<file path="config.mk">
export PLATFORM = sky130hd
export DESIGN_NAME = pport_device_flat
export DESIGN_NICKNAME = d
export VERILOG_FILES = /design/src/pport_pkg.sv /design/src/pport_if.sv /design/src/pport_device.sv /design/src/flat_wrapper.sv
export SDC_FILE = /design/constraint.sdc
export NUM_CORES = 1
export LEC_CHECK = 0
export ABC_CLOCK_PERIOD_IN_PS = 2900
export BUFFER_PORTS_ARGS = -buffer_cell sky130_fd_sc_hd__buf_2
export CORE_MARGIN = 2
export CORE_UTILIZATION = 45
export CTS_BUF_LIST = sky130_fd_sc_hd__clkbuf_2
export DETAILED_ROUTE_END_ITERATION = 8
export PLACE_DENSITY_LB_ADDON = 0.3
export SETUP_SLACK_MARGIN = 0.2
export SYNTH_ARGS = -nofsm -noshare
export SYNTH_HDL_FRONTEND = slang
export SYNTH_SLANG_ARGS = --single-unit
</file>
<file path="constraint.sdc">
create_clock -name CLK_SYS -period 2.9 [get_ports CLK_SYS]
set_input_delay 0.29 -clock CLK_SYS [delete_from_list [all_inputs] [get_ports CLK_SYS]]
set_output_delay 0.29 -clock CLK_SYS [all_outputs]
set_load 0.05 [all_outputs]
</file>
<file path="src/pport_pkg.sv">
// package: shared constants and types for the parallel host byte port
package pport_pkg;
    localparam int DATA_W = 8;
    // ack pulse width on the link, in ns, and its cycle count at 100 MHz
    localparam int CLK_PERIOD_NS = 10;
    localparam int ACK_PULSE_NS = 500;
    localparam int ACK_CYCLES = (ACK_PULSE_NS + CLK_PERIOD_NS - 1) / CLK_PERIOD_NS;
    // host init request low time, in ns
    localparam int INIT_PULSE_NS = 500;
    localparam int INIT_CYCLES = (INIT_PULSE_NS + CLK_PERIOD_NS - 1) / CLK_PERIOD_NS;
    localparam int CNT_W = 8;
    localparam logic [DATA_W-1:0] DATA_RESET = 8'h00;
    typedef enum logic [2:0] {
        DEV_RESET, DEV_INIT, DEV_IDLE, DEV_HOLD, DEV_ACK
    } dev_state_t;
    typedef enum logic [2:0] {
        HST_IDLE, HST_SETUP, HST_STROBE, HST_WAIT_BUSY, HST_WAIT_ACK, HST_INIT
    } host_state_t;
endpackage

</file>
<file path="src/pport_if.sv">
// interface: parallel printer link between host and printer port
interface pport_if;
    logic [7:0] data;
    logic strobe_n;
    logic busy;
    logic ack_n;
    logic host_init_request_n;
    modport device (
        input data,
        input strobe_n,
        input host_init_request_n,
        output busy,
        output ack_n
    );
    modport host (
        output data,
        output strobe_n,
        output host_init_request_n,
        input busy,
        input ack_n
    );
endinterface

</file>
<file path="src/pport_device.sv">
// module: printer end of the parallel byte port
module pport_device (
    // clock, reset, enable
    input wire logic CLK_SYS,
    input wire logic RST,
    input wire logic CE,
    // link to host
    pport_if.device LINK,
    // processor side
    input wire logic RD_N,
    output logic [pport_pkg::DATA_W-1:0] CPU_DATA,
    output logic BYTE_RECEIVED,
    input wire logic BUFFER_FULL,
    input wire logic INIT_DONE,
    input wire logic CHIP_RESET_FROM_CPU_N,
    output logic INIT_START,
    output logic ONLINE_LAMP
);
    import pport_pkg::*;

    // ------------------------------------------------------------
    // pin synchronisers
    // ------------------------------------------------------------
    logic [1:0] stb_s_r, stb_s_nxt;
    logic [1:0] ini_s_r, ini_s_nxt;
    logic stb_d_r, stb_d_nxt;
    logic ini_d_r, ini_d_nxt;
    logic [DATA_W-1:0] dat_s1_r, dat_s2_r, dat_s1_nxt, dat_s2_nxt;

    always_comb begin
        stb_s_nxt = {stb_s_r[0], LINK.strobe_n};
        ini_s_nxt = {ini_s_r[0], LINK.host_init_request_n};
        dat_s1_nxt = LINK.data;
        dat_s2_nxt = dat_s1_r;
        stb_d_nxt = stb_s_r[1];
        ini_d_nxt = ini_s_r[1];
    end

    always_ff @(posedge CLK_SYS) begin
        if (RST) begin
            stb_s_r <= 2'h3;
            ini_s_r <= 2'h3;
            dat_s1_r <= DATA_RESET;
            dat_s2_r <= DATA_RESET;
            stb_d_r <= 1'b1;
            ini_d_r <= 1'b1;
        end else if (CE) begin
            // a low enable freezes the synchronisers too, so no edge is lost or doubled
            stb_s_r <= stb_s_nxt;
            ini_s_r <= ini_s_nxt;
            dat_s1_r <= dat_s1_nxt;
            dat_s2_r <= dat_s2_nxt;
            stb_d_r <= stb_d_nxt;
            ini_d_r <= ini_d_nxt;
        end
    end

    // data passes two stages like the strobe, so it is stable when the edge is seen
    logic strobe_fall;
    logic init_fall;
    assign strobe_fall = stb_d_r & ~stb_s_r[1];
    assign init_fall = ini_d_r & ~ini_s_r[1];

    // ------------------------------------------------------------
    // handshake state
    // ------------------------------------------------------------
    dev_state_t state_r, state_nxt;
    logic [DATA_W-1:0] hold_r, hold_nxt;
    logic busy_r, busy_nxt;
    logic ack_n_r, ack_n_nxt;
    logic rxd_r, rxd_nxt;
    logic lamp_r, lamp_nxt;
    logic init_r, init_nxt;
    // cnt_r times the ack pulse
    logic [CNT_W-1:0] cnt_r, cnt_nxt;
    logic [DATA_W-1:0] cpu_r, cpu_nxt;
    logic rd_d_r, rd_d_nxt;
    logic read_done;

    // a read completes on the rising edge of the read strobe
    assign read_done = ~rd_d_r & RD_N;

    always_comb begin
        state_nxt = state_r;
        hold_nxt = hold_r;
        busy_nxt = busy_r;
        ack_n_nxt = ack_n_r;
        rxd_nxt = rxd_r;
        lamp_nxt = lamp_r;
        init_nxt = 1'b0;
        cnt_nxt = cnt_r;
        cpu_nxt = cpu_r;
        rd_d_nxt = RD_N;
        // the byte is registered onto the bus, so it stays there until the next read
        if (!RD_N) begin
            cpu_nxt = hold_r;
        end
        if (init_fall || !CHIP_RESET_FROM_CPU_N) begin
            // processor keeps running; only this port restarts
            state_nxt = DEV_INIT;
            busy_nxt = 1'b1;
            ack_n_nxt = 1'b1;
            rxd_nxt = 1'b0;
            lamp_nxt = 1'b0;
            init_nxt = init_fall;
        end else begin
            case (state_r)
                DEV_RESET: begin
                    // power-on: start the init program once, as after a host request
                    state_nxt = DEV_INIT;
                    init_nxt = 1'b1;
                end
                DEV_INIT: begin
                    // busy stays high until the program reports that it is done
                    if (INIT_DONE) begin
                        busy_nxt = 1'b0;
                        ack_n_nxt = 1'b0;
                        lamp_nxt = 1'b1;
                        cnt_nxt = CNT_W'(ACK_CYCLES - 1);
                        state_nxt = DEV_ACK;
                    end
                end
                DEV_IDLE: begin
                    if (strobe_fall) begin
                        hold_nxt = dat_s2_r;
                        busy_nxt = 1'b1;
                        rxd_nxt = 1'b1;
                        state_nxt = DEV_HOLD;
                    end
                end
                DEV_HOLD: begin
                    // strobes are ignored here and the hold register is frozen
                    if (read_done) begin
                        rxd_nxt = 1'b0;
                    end
                    // a full buffer keeps busy high and holds the ack back
                    if (!rxd_r && !BUFFER_FULL) begin
                        busy_nxt = 1'b0;
                        state_nxt = DEV_ACK;
                        cnt_nxt = CNT_W'(ACK_CYCLES - 1);
                    end
                end
                DEV_ACK: begin
                    ack_n_nxt = 1'b0;
                    // counting starts once ack is low, so the pulse is a full ACK_CYCLES long
                    if (!ack_n_r) begin
                        if (cnt_r == '0) begin
                            ack_n_nxt = 1'b1;
                            state_nxt = DEV_IDLE;
                        end else begin
                            cnt_nxt = cnt_r - CNT_W'(1);
                        end
                    end
                end
                default: state_nxt = DEV_RESET;
            endcase
        end
    end

    always_ff @(posedge CLK_SYS) begin
        if (RST) begin
            state_r <= DEV_RESET;
            hold_r <= DATA_RESET;
            busy_r <= 1'b1;
            ack_n_r <= 1'b1;
            rxd_r <= 1'b0;
            lamp_r <= 1'b0;
            init_r <= 1'b0;
            cnt_r <= '0;
            cpu_r <= DATA_RESET;
            rd_d_r <= 1'b1;
        end else if (CE) begin
            state_r <= state_nxt;
            hold_r <= hold_nxt;
            busy_r <= busy_nxt;
            ack_n_r <= ack_n_nxt;
            rxd_r <= rxd_nxt;
            lamp_r <= lamp_nxt;
            init_r <= init_nxt;
            cnt_r <= cnt_nxt;
            cpu_r <= cpu_nxt;
            rd_d_r <= rd_d_nxt;
        end
    end

    // ------------------------------------------------------------
    // outputs, all straight from registers
    // ------------------------------------------------------------
    assign LINK.busy = busy_r;
    assign LINK.ack_n = ack_n_r;
    assign CPU_DATA = cpu_r;
    assign BYTE_RECEIVED = rxd_r;
    assign INIT_START = init_r;
    assign ONLINE_LAMP = lamp_r;
endmodule

</file>
<file path="src/flat_wrapper.sv">
// flat-port wrapper written by rule: the top's interface ports become plain ports
module pport_device_flat import pport_pkg::*;
  (CLK_SYS, RST, CE, RD_N, CPU_DATA, BYTE_RECEIVED, BUFFER_FULL, INIT_DONE, CHIP_RESET_FROM_CPU_N, INIT_START, ONLINE_LAMP, LINK_data, LINK_strobe_n, LINK_host_init_request_n, LINK_busy, LINK_ack_n);
  pport_if LINK_i ();
  input wire logic CLK_SYS;
  input wire logic RST;
  input wire logic CE;
  input wire logic RD_N;
  output logic [pport_pkg::DATA_W-1:0] CPU_DATA;
  output logic BYTE_RECEIVED;
  input wire logic BUFFER_FULL;
  input wire logic INIT_DONE;
  input wire logic CHIP_RESET_FROM_CPU_N;
  output logic INIT_START;
  output logic ONLINE_LAMP;
  input wire logic [$bits(LINK_i.data)-1:0] LINK_data;
  input wire logic [$bits(LINK_i.strobe_n)-1:0] LINK_strobe_n;
  input wire logic [$bits(LINK_i.host_init_request_n)-1:0] LINK_host_init_request_n;
  output wire logic [$bits(LINK_i.busy)-1:0] LINK_busy;
  output wire logic [$bits(LINK_i.ack_n)-1:0] LINK_ack_n;
  assign LINK_i.data = LINK_data;
  assign LINK_i.strobe_n = LINK_strobe_n;
  assign LINK_i.host_init_request_n = LINK_host_init_request_n;
  assign LINK_busy = LINK_i.busy;
  assign LINK_ack_n = LINK_i.ack_n;
  pport_device u_core (.CLK_SYS(CLK_SYS), .RST(RST), .CE(CE), .LINK(LINK_i), .RD_N(RD_N), .CPU_DATA(CPU_DATA), .BYTE_RECEIVED(BYTE_RECEIVED), .BUFFER_FULL(BUFFER_FULL), .INIT_DONE(INIT_DONE), .CHIP_RESET_FROM_CPU_N(CHIP_RESET_FROM_CPU_N), .INIT_START(INIT_START), .ONLINE_LAMP(ONLINE_LAMP));
endmodule
</file>
# Yosys cells after proc, flatten, opt, wreduce, memory -nomap -nowiden
# Cells that the tools add are included.
# totals
regBits	55
latch_bits	0
ram_bits	0
mem_bits_ro	0
input_bits	17
out_inout_bits	13
word_cells	89
mem_count	0
# classes
add_sub_neg	1
multipliers	0
n_div	0
n_lt_le_gt_ge	0
eq_ne	14
n_shift	0
mux	29
n_bitwise	8
n_reduce_logical	21
# ops
op	n
two-way mux 8 bit	4
case mux 8 bit (3 select lines)	1
two-way mux 3 bit	6
case mux 3 bit (5 select lines)	1
two-way mux 1 bit	14
inequality test 3 x 1 -> 1 bit (second input constant)	4
nonzero test 3 bit	3
zero test 8 bit	1
AND reduction 4 bit	2
subtractor 8 x 1 -> 8 bit (second input constant)	1
AND reduction 7 bit	1
== test 3 x 2 -> 1 bit (second input constant)	2
inequality test 2 bit (second input constant)	3
AND reduction 3 bit	2
AND reduction 6 bit	1
inverter 1 bit	5
AND reduction 5 bit	1
case mux 1 bit (2 select lines)	2
nonzero test 2 bit	2
nonzero test 4 bit	1
AND 1 bit	3
== test 3 x 1 -> 1 bit (second input constant)	1
== test 3 bit (second input constant)	1
zero test 1 bit	3
8 further kinds	8

# Longest topological paths before layout
# Gate-level depths: netlist (run 1).
# logic_depth
depth_word	5
ltp_mapped	8
ltp_nobuf	7

# Worst setup path after synthesis (run 1)
# No wires, ideal clock.
# synth_path
kind	reg2reg
startpoint	register u_core.ack_n_r (netlist: u_core.LINK.ack_n)
endpoint	register u_core.cnt_r[4]
setup_time_ps	88
arrival_ps	1732
t_required_ps	2812
path_slack_ps	1080
stages_incl_launch_ff	6
path_buffers	0
period_less_slack_ps	1820
cell_sequence	dfxtp_1 > or4b_4 > a21oi_2 > o2111a_2 > a21oi_2 > a311oi_2
# synth_via
elab_chain_cells	2
# synth_lines
item	line_no	rtl
start: declaration	pport_device.sv:70	logic ack_n_r, ack_n_nxt;
start signal: assignment	pport_device.sv:176	ack_n_r <= ack_n_nxt;
inequality test 2 bit (no source line)	n/a	
AND reduction 7 bit (no source line)	n/a	
end signal: assignment	pport_device.sv:180	cnt_r <= cnt_nxt;
end: declaration	pport_device.sv:75	logic [CNT_W-1:0] cnt_r, cnt_nxt;
# Every way passes these cells.
# A chain may end at the register's enable or synchronous reset.

# Worst setup path after layout (run 1)
# layout_path
startpoint	register u_core.state_r[2]
endpoint	register u_core.state_r[2]
# layout_via
elab_chain_cells	3
elab_cells_between_ends	13
cone_classes	eq/ne (9); mux (2); reduce/logical (2)
# layout_lines
item	line_no	rtl
start: declaration	pport_device.sv:67	dev_state_t state_r, state_nxt;
start signal: assignment	pport_device.sv:173	state_r <= state_nxt;
== test 3 bit, or another cell as far along	pport_device.sv:107	case (state_r)
inequality test 3 bit (no source line), or another cell as far along	n/a	
AND reduction 6 bit (no source line) or two-way mux 3 bit (tied branches)	n/a	
# Parallel ways exist; a longest one is shown, timed or not.

==> impl_metrics.json, run 1 <==
{
  "fp.dieH_um": 76.1,
  "die_w_um": 76.1,
  "synth_fp_nets": 275,
  "end_kind": "flip-flop",
  "cts.sinks": 55,
  "synth-seq-area-share_pct": 47.1,
  "std_cell_rows": 26,
  "cp_data_required_time_ns": 3.27,
  "drv_slew": 0,
  "yosysMostFrequentCell": "dfxtp_1",
  "path_class": "flip-flop to flip-flop",
  "detail_route.wl_per_cell_um": 12.7,
  "synth.distinct_cells": 45,
  "grt_overflow_total": 0,
  "via_per_inst": 5.14,
  "final_nets": 303,
  "p_leak_nw": 1.07,
  "cts_root_buf": "clkbuf_2",
  "critPathMaxStageDelay_ns": 0.55,
  "maxCapViolCount": 0,
  "start_kind": "flip-flop",
  "synth_edf_count": 0,
  "synth_commonest_cells": "55 x dfxtp_1, 37 x nor2_1, 26 x nand2_1, 24 x mux2i_1, 14 x a21oi_1",
  "core_um2": 5040,
  "synth_top_cell_by_area": "dfxtp_1",
  "hold_viol_final": 0,
  "antenna_found_initial": 0,
  "clockBufferDepth": 2,
  "rsz0062_at_grt": "false",
  "slowest_stage": "dfxtp_1",
  "fmax_mhz": 529,
  "cts-hold-fix-buffers": 1,
  "drc_errors": 0,
  "post_cts_buffers": 0,
  "numCtsBuffers": 5,
  "wl_um": 4510,
  "netlist.area_leader.share_pct": 47.1,
  "status": "finished, final reports clean",
  "layout-drive-gt1-share_pct": 16.8,
  "synthToLayoutAreaGrowth_pct": 13.1,
  "worstPathCellList": "or3b_2 > a31oi_1 > nand2_1 > nand4_1 > a21bo_2",
  "cts_tree": "built",
  "die_area_um2": 5780,
  "vias": 1824,
  "grt_max_degree": 57,
  "ys_async_sr_fraction_pct": 0,
  "synthCells": 256,
  "fin_crit_sh_pct": 65.2,
  "r2r_slack_ns": 1.01,
  "ctsResizeCount": 0,
  "gp_congestion": 0.804,
  "synth.area.top_cells": "dfxtp_1 47%, mux2i_1 10%, nor2_1 5.9%",
  "clkLatencyLatePin_ns": 0.44,
  "synth_ff_type": "dfxtp_1",
  "drtIter0Drc": 63,
  "syn_area_per_cell_um2": 9.12,
  "netlist_area_um2": 2340,
  "port-buffer-count": 29,
  "yosysWarnings": 0,
  "min_period_ns": 1.89,
  "first_pass_iters": 5,
  "critPathMaxFanout": 10,
  "ys_ff_latch": 55,
  "antennaDiodeCount": 0,
  "fin_skew_ns": 0.0183,
  "hold_slack_ns": 0.0542,
  "arrival_ns": 2.26,
  "htreeDepth": 2,
  "finalSetupViolCount": 0,
  "p_per_area_nw_per_um2": 511,
  "ios": 30,
  "dp_hpwl_um": 3060,
  "vdd_ir_drop_max_mv": 0.319,
  "start_util_pct": 46.3,
  "clk_pin_slew_ns": 0.29,
  "fin_setup_tns_ns": 0,
  "grt_pass1_vias": 1657,
  "min_path_type": "input port to flip-flop",
  "worst_pin_slew_ns": 0.986,
  "gr-usage-all-layers_pct": 16.3,
  "grt_pass1_wl_um": 7730,
  "relSlewSlack_pct": 34.3,
  "ant_nets": 0
}
==> layer usage <==
metal  vias up  part of all wire, %  GRT usage (%)
li1        948                    -              -
met1       850                   48           21.4
met2        24                   49           26.7
met3         2                  3.0           4.38
met4         0                 0.55           4.36
met5         -                    0              0
==> worst paths after layout <==
check / depth (start not counted) / start / endpoint
hold / removal: 3 / LINK_data[2] / u_core.dat_s1_r[2]
setup / recovery: 5 / u_core.state_r[2] / u_core.state_r[2]
hold reg to reg: 2 / u_core.CPU_DATA[2] / u_core.CPU_DATA[2]
setup reg to reg: 5 / u_core.state_r[2] / u_core.state_r[2]
==> registers in the layout, indices dropped and copies added, names as in the netlist <==
name and cells:
u_core.cnt_r 8, u_core.dat_s2_r 8, u_core.INIT_START 1, u_core.stb_d_r 1, u_core.dat_s1_r 8, u_core.LINK.busy 1
u_core.CPU_DATA 8, u_core.hold_r 8, u_core.ONLINE_LAMP 1, u_core.rd_d_r 1, u_core.state_r 3, u_core.BYTE_RECEIVED 1
u_core.LINK.ack_n 1, u_core.ini_d_r 1, u_core.ini_s_r 2, u_core.stb_s_r 2
==> logic make-up after synthesis <==
family | Yosys count | synth area share (%)
AO/OA/AOI/OAI | 49 | 15.2
XOR/XNOR | 1 | 0.375
adder cells (fa/ha/maj) | 2 | 1.07
buffers and inverters | 21 | 4.12
flip-flops | 55 | 47.1
multiplexers | 24 | 10.3
AND/OR/NAND/NOR | 104 | 21.9
==> area by class of cell <==
type | count | area, µm²
inverters | 6 | 22.5
multi-input cells | 180 | 1140
clock buffers | 5 | 25.0
clock inverters | 3 | 50.0
repair buffers | 36 | 210
flip-flops and latches | 55 | 1100
fillers | 472 | 2400
well taps | 70 | 87.6
==> worst max-delay path, delay by kind of cell (launching register included) <==
kind / cells / cell delay [ns]
and+or+nand+nor: 3 / 0.81
DFF: 1 / 0.55
AOI/OAI and AO/OA: 2 / 0.48
==> layout by cell type, fill, tap and decap left out, drive strengths merged, types with 2 or more instances in the layout <==
cell,count
a211o,7
a211oi,4
a21o,2
a21oi,16
a311oi,2
a31oi,4
and2,3
buf,31
clkbuf,5
dfxtp,55
dlygate4sd3,5
ha,2
inv,8
mux2i,24
nand2,26
nand2b,7
nand3,4
nand3b,3
nor2,37
nor2b,8
nor3,5
nor3b,2
nor4,3
o21ai,4
o31ai,2
==> where the power goes <==
part / internal [mW] / leakage (nW) / total [mW] / switching (mW)
clock: 0.156 / 0.0455 / 0.408 / 0.252
sequential: 0.783 / 0.448 / 0.802 / 0.0188
combinational: 0.0580 / 0.575 / 0.141 / 0.0827
total: 0.997 / 1.07 / 1.35 / 0.353
==> through the flow <==
step           total power, mW  setup slack, ns  utilization (%)  area (µm²)  instances
5_1_grt                   1.43            0.857             52.4        2640        355
3_3_place_gp             0.949             1.06             49.9        2520        342
3_5_place_dp             0.951             1.06             49.9        2520        342
6_report                  1.35             1.01             52.4        2640        355
4_1_cts                   1.36            0.990             51.6        2600        351
2_1_floorplan            0.916             1.08                -        2340        256
Note: power is estimated with default switching activity, not from simulation.
==> run 2, diff against run 1 <==
--- a/config.mk
+++ b/config.mk
@@ -5,7 +5,7 @@
 export SDC_FILE = /design/constraint.sdc
 export NUM_CORES = 1
 export LEC_CHECK = 0
-export ABC_CLOCK_PERIOD_IN_PS = 2900
+export ABC_CLOCK_PERIOD_IN_PS = 1800
 export BUFFER_PORTS_ARGS = -buffer_cell sky130_fd_sc_hd__buf_2
 export CORE_MARGIN = 2
 export CORE_UTILIZATION = 45
==> constraint.sdc (replaced) <==
create_clock -name CLK_SYS -period 1.8 [get_ports CLK_SYS]
set_input_delay 0.18 -clock CLK_SYS [delete_from_list [all_inputs] [get_ports CLK_SYS]]
set_output_delay 0.18 -clock CLK_SYS [all_outputs]
set_load 0.05 [all_outputs]
==> run 2 against run 1 <==
Register-to-register slack got worse by 0.89 ns. Global-route usage rose by 1.4 points. Critical endpoint is now u_core.cnt_r[4]. Utilization rose by 5.1 points. Highest routed layer unchanged. Largest cell class unchanged.
==> impl_metrics.json, run 2 (synthesis results as in run 1) <==
{
  "status": "finished, final reports clean",
  "fin_skew_ns": 0.0119,
  "start_kind": "flip-flop",
  "fin_crit_sh_pct": 93.4,
  "setup_ws_ns": 0.118,
  "hold_viol_final": 0,
  "clkPwrFrac_pct": 29.0,
  "r2r_slack_ns": 0.12,
  "std_cell_rows": 26,
  "drtIter0Drc": 49,
  "multiInputGateArea_um2": 1210,
  "gr-usage-all-layers_pct": 17.7,
  "clockBufferDepth": 2,
  "ios": 30,
  "die_w_um": 76.1,
  "worstReg2RegEnd": "u_core.cnt_r[4]",
  "ant_nets": 0,
  "ff_latch_area_um2": 1110,
  "power_frac_seq_pct": 57.9,
  "finalSetupViolCount": 0,
  "grt_overflow_total": 0,
  "fmax_mhz": 595,
  "critPathMaxFanout": 5,
  "clk_pin_slew_ns": 0.28,
  "gp_congestion": 0.846,
  "fill_cells": 483,
  "final_nets": 325,
  "detail_route.wl_per_cell_um": 13.1,
  "dp_hpwl_um": 3270,
  "grt_pass1_vias": 1829,
  "numCtsBuffers": 5,
  "p_per_area_nw_per_um2": 766,
  "wl_um": 4920,
  "arrival_ns": 2.07,
  "power_switching_share_pct": 26.5,
  "grt_max_degree": 27,
  "cts_tree": "built",
  "cp_data_required_time_ns": 2.19,
  "cts.sinks": 55,
  "fin_setup_tns_ns": 0,
  "p_leak_nw": 1.18,
  "cts_root_buf": "clkbuf_2",
  "synthToLayoutAreaGrowth_pct": 24.1,
  "p_switching_mw": 0.588,
  "clkLatencyLatePin_ns": 0.45,
  "preCtsSetupSlack_ns": 0.0695,
  "htreeDepth": 2,
  "min_path_cells": 3,
  "comb_power_share_pct": 13.1,
  "antenna_found_initial": 0,
  "vdd_ir_drop_max_mv": 0.523,
  "antennaDiodeCount": 0,
  "rsz0062_at_grt": "true",
  "end_kind": "flip-flop",
  "die_area_um2": 5780,
  "final_cell_mix": "46 x dfxtp_1, 37 x nor2_1, 29 x buf_2",
  "relSlewSlack_pct": 65.2,
  "crit_path_start": "u_core.LINK.ack_n",
  "first_pass_iters": 4,
  "p_int_mw": 1.63,
  "layout_commonest_cell": "dfxtp_1",
  "fp.dieH_um": 76.1,
  "r2r_cells": 5,
  "min_path_type": "input port to flip-flop",
  "path_class": "flip-flop to flip-flop",
  "layout-drive-gt1-share_pct": 26.4,
  "maxCapViolCount": 0,
  "crit_end": "u_core.cnt_r[4]",
  "drc_errors": 0,
  "grt_pass1_wl_um": 8390,
  "core_um2": 5040,
  "via_per_inst": 5.18,
  "port-buffer-count": 29,
  "drv_slew": 0,
  "worstReg2RegStart": "u_core.LINK.ack_n",
  "start_util_pct": 46.3,
  "worst_pin_slew_ns": 0.520,
  "vias": 1951,
  "min_period_ns": 1.68
}
-- run 2: how the worst min path moves through the flow --
stage,start,end,slack [ns]
floorplan,LINK_host_init_request_n,u_core.ini_s_r[0],0.30
global placement,LINK_host_init_request_n,u_core.ini_s_r[0],0.39
detailed placement,LINK_host_init_request_n,u_core.ini_s_r[0],0.40
global route,INIT_DONE,u_core.ONLINE_LAMP,0.04
CTS,INIT_DONE,u_core.ONLINE_LAMP,0.04
finish,INIT_DONE,u_core.ONLINE_LAMP,0.06
-- run 2: layout make-up --
| class | instances | area share, % |
|---|---|---|
| well taps | 70 | 3.02 |
| multi-input cells | 181 | 41.8 |
| clock inverters | 3 | 1.60 |
| flip-flops and latches | 55 | 38.5 |
| repair buffers | 57 | 13.5 |
| inverters | 6 | 0.777 |
| clock buffers | 5 | 0.863 |
-- run 2: repair_timing --
| item | CTS | global route |
|---|---|---|
| gates cloned | 1 | 0 |
| hold buffers | 11 | 0 |
| endpoints found under the setup margin | 11 | 18 |
| resized for setup | 9 | 12 |
| pin swaps | 8 | 8 |
| buffers inserted | 3 | 2 |
| endpoints found under the hold margin | 11 | 0 |
-- run 2: power by group through the flow --
stage          logic [mW]  registers [mW]  clock network, mW
6_report            0.290            1.29              0.643
5_1_grt             0.318            1.29              0.711
4_1_cts             0.275            1.28              0.661
3_5_place_dp        0.242            1.31                  0
3_3_place_gp        0.240            1.31                  0
2_1_floorplan       0.158            1.32                  0
-- run 2: layer usage --
layer	global-route usage [%]	routed length, µm	up-vias
met1	23.6	2390	911
li1	-	-	997
met5	0	0	-
met2	29.4	2310	37
met4	4.91	51	0
met3	3.44	170	6
-- run 2: critical path, stage by stage, from the launching register on --
cell	delay, ns
dfxtp_4	0.41
or4b_4	0.55
a21oi_4	0.15
o2111a_2	0.27
a21oi_2	0.07
a311oi_2	0.17
-- run 2: metrics by stage --
step / cells / power (mW) / hold WS, ns / area [µm²] / util (%)
5_1_grt: 377 / 2.32 / 0.0423 / 2900 / 57.5
4_1_cts: 375 / 2.22 / 0.0405 / 2850 / 56.5
3_5_place_dp: 352 / 1.55 / 0.397 / 2600 / 51.5
6_report: 377 / 2.22 / 0.0606 / 2900 / 57.5
2_1_floorplan: 256 / 1.47 / 0.302 / 2340 / -
3_3_place_gp: 352 / 1.55 / 0.386 / 2600 / 51.5
==> run 3, diff against run 2 <==
--- a/config.mk
+++ b/config.mk
@@ -11,7 +11,9 @@
 export CORE_UTILIZATION = 45
 export CTS_BUF_LIST = sky130_fd_sc_hd__clkbuf_2
 export DETAILED_ROUTE_END_ITERATION = 8
+export GPL_ROUTABILITY_DRIVEN = 0
 export PLACE_DENSITY_LB_ADDON = 0.3
+export RECOVER_POWER = 100
 export SETUP_SLACK_MARGIN = 0.2
 export SYNTH_ARGS = -nofsm -noshare
 export SYNTH_HDL_FRONTEND = slang
==> run 3 against run 2 <==
Final cell count unchanged. Design area decreased by 0.99%. Worst hold slack about the same. Maximum frequency decreased by 0.49%. Critical path depth unchanged. Combinational power about the same. Global-route usage unchanged. Clock skew increased by 0.0027 ns. Highest routed layer unchanged.
==> impl_metrics.json, run 3 (synthesis results as in run 1) <==
{
  "fin_setup_tns_ns": 0,
  "slowest_stage": "or4b_4",
  "worstPathCellList": "or4b_4 > a21oi_4 > o2111a_2 > a21oi_2 > a311oi_2",
  "critPathMaxFanout": 5,
  "final_cell_mix": "48 x dfxtp_1, 37 x nor2_1, 25 x nand2_1",
  "cts_tree": "built",
  "htreeDepth": 2,
  "fmax_mhz": 592,
  "layout_commonest_cell": "dfxtp_1",
  "detail_route.wl_per_cell_um": 13.1,
  "drc_errors": 0,
  "numCtsBuffers": 5,
  "drv_slew": 0,
  "path_class": "flip-flop to flip-flop",
  "drtIter0Drc": 56,
  "hold_slack_ns": 0.0602,
  "p_per_area_nw_per_um2": 773,
  "wl_um": 4930,
  "vias": 1962,
  "grt_pass1_vias": 1829,
  "start_kind": "flip-flop",
  "crit_family": "compound AO/OA/AOI/OAI gates",
  "end_kind": "flip-flop",
  "arrival_ns": 2.08,
  "clockBufferDepth": 2,
  "worst_pin_slew_ns": 1.08,
  "grt_max_degree": 27,
  "die_w_um": 76.1,
  "start_util_pct": 46.3,
  "die_area_um2": 5780,
  "fin_skew_ns": 0.0145,
  "fin_crit_sh_pct": 93.9,
  "antenna_found_initial": 0,
  "clk_pin_slew_ns": 0.28,
  "fill_cells": 487,
  "core_um2": 5040,
  "synthToLayoutAreaGrowth_pct": 22.9,
  "ant_nets": 0,
  "critPathMaxStageDelay_ns": 0.55,
  "gr-usage-all-layers_pct": 17.7,
  "grt_pass1_wl_um": 8390,
  "p_leak_nw": 1.12,
  "grt_overflow_total": 0,
  "cts.sinks": 55,
  "hold_viol_final": 0,
  "path_buf_inv": 0,
  "maxCapViolCount": 0,
  "layout-drive-gt1-share_pct": 20.8,
  "rsz0062_at_grt": "true",
  "cp_data_required_time_ns": 2.19,
  "vdd_ir_drop_max_mv": 0.523,
  "dp_hpwl_um": 3270,
  "setup_ws_ns": 0.110,
  "via_per_inst": 5.20,
  "clkLatencyLatePin_ns": 0.45,
  "fp.dieH_um": 76.1,
  "first_pass_iters": 4,
  "std_cell_rows": 26,
  "ios": 30,
  "finalSetupViolCount": 0,
  "preCtsSetupSlack_ns": 0.0695,
  "cts_root_buf": "clkbuf_2",
  "status": "finished, final reports clean",
  "relSlewSlack_pct": 28.3,
  "min_path_type": "input port to flip-flop",
  "port-buffer-count": 29,
  "antennaDiodeCount": 0,
  "final_nets": 325,
  "min_period_ns": 1.69
}
[run 3: timing repair]
item	in CTS	in global routing
endpoints found under the hold margin	11	0
pin swaps	8	8
setup endpoints to repair	11	18
gates cloned	1	0
hold buffers	11	0
resized for setup	9	12
setup buffers	3	2
[run 3: tightest hold or removal path, delay by kind of cell]
| kind | cells | cell delay [ns] |
|---|---|---|
| AND/OR/NAND/NOR | 1 | 0.07 |
| AO/OA/AOI/OAI | 1 | 0.12 |
| buffers and inverters | 1 | 0.12 |
[run 3: worst paths after layout]
check	startpoint	to	slack (ns)	cells past startpoint
setup / recovery	u_core.LINK.ack_n	u_core.cnt_r[4]	0.11	5
hold / removal	INIT_DONE	u_core.ONLINE_LAMP	0.06	3
setup reg to reg	u_core.LINK.ack_n	u_core.cnt_r[4]	0.11	5
hold reg to reg	u_core.CPU_DATA[1]	u_core.CPU_DATA[1]	0.47	2
[run 3: final cells by class]
cell class | instances | area, µm² | area share (%)
clock inverter | 3 | 46.3 | 1.61
sequential | 55 | 1110 | 38.8
timing repair buffer | 57 | 365 | 12.7
tap | 70 | 87.6 | 3.05
clock buffer | 5 | 25.0 | 0.872
multi-input combinational | 181 | 1210 | 42.2
inverter | 6 | 22.5 | 0.785
[run 3: per-stage QoR]
stage / std cells / util, % / cell area [µm²] / power [mW]
2_1_floorplan: 256 / - / 2340 / 1.47
6_report: 377 / 56.9 / 2870 / 2.22
3_3_place_gp: 352 / 51.5 / 2600 / 1.55
3_5_place_dp: 352 / 51.5 / 2600 / 1.55
4_1_cts: 375 / 56.5 / 2850 / 2.22
5_1_grt: 377 / 56.9 / 2870 / 2.32
[run 3: layer usage]
layer,part of all wire [%],global-route usage [%],up-vias
met1,49,23.6,919
li1,-,-,999
met2,47,29.4,38
met4,1.0,4.91,0
met3,3.6,3.44,6
met5,0,0,-
[run 3: where the power goes]
group | total (mW) | switching, mW | internal (mW)
registers | 1.29 | 0.0245 | 1.26
logic | 0.287 | 0.159 | 0.128
clock network | 0.645 | 0.406 | 0.239
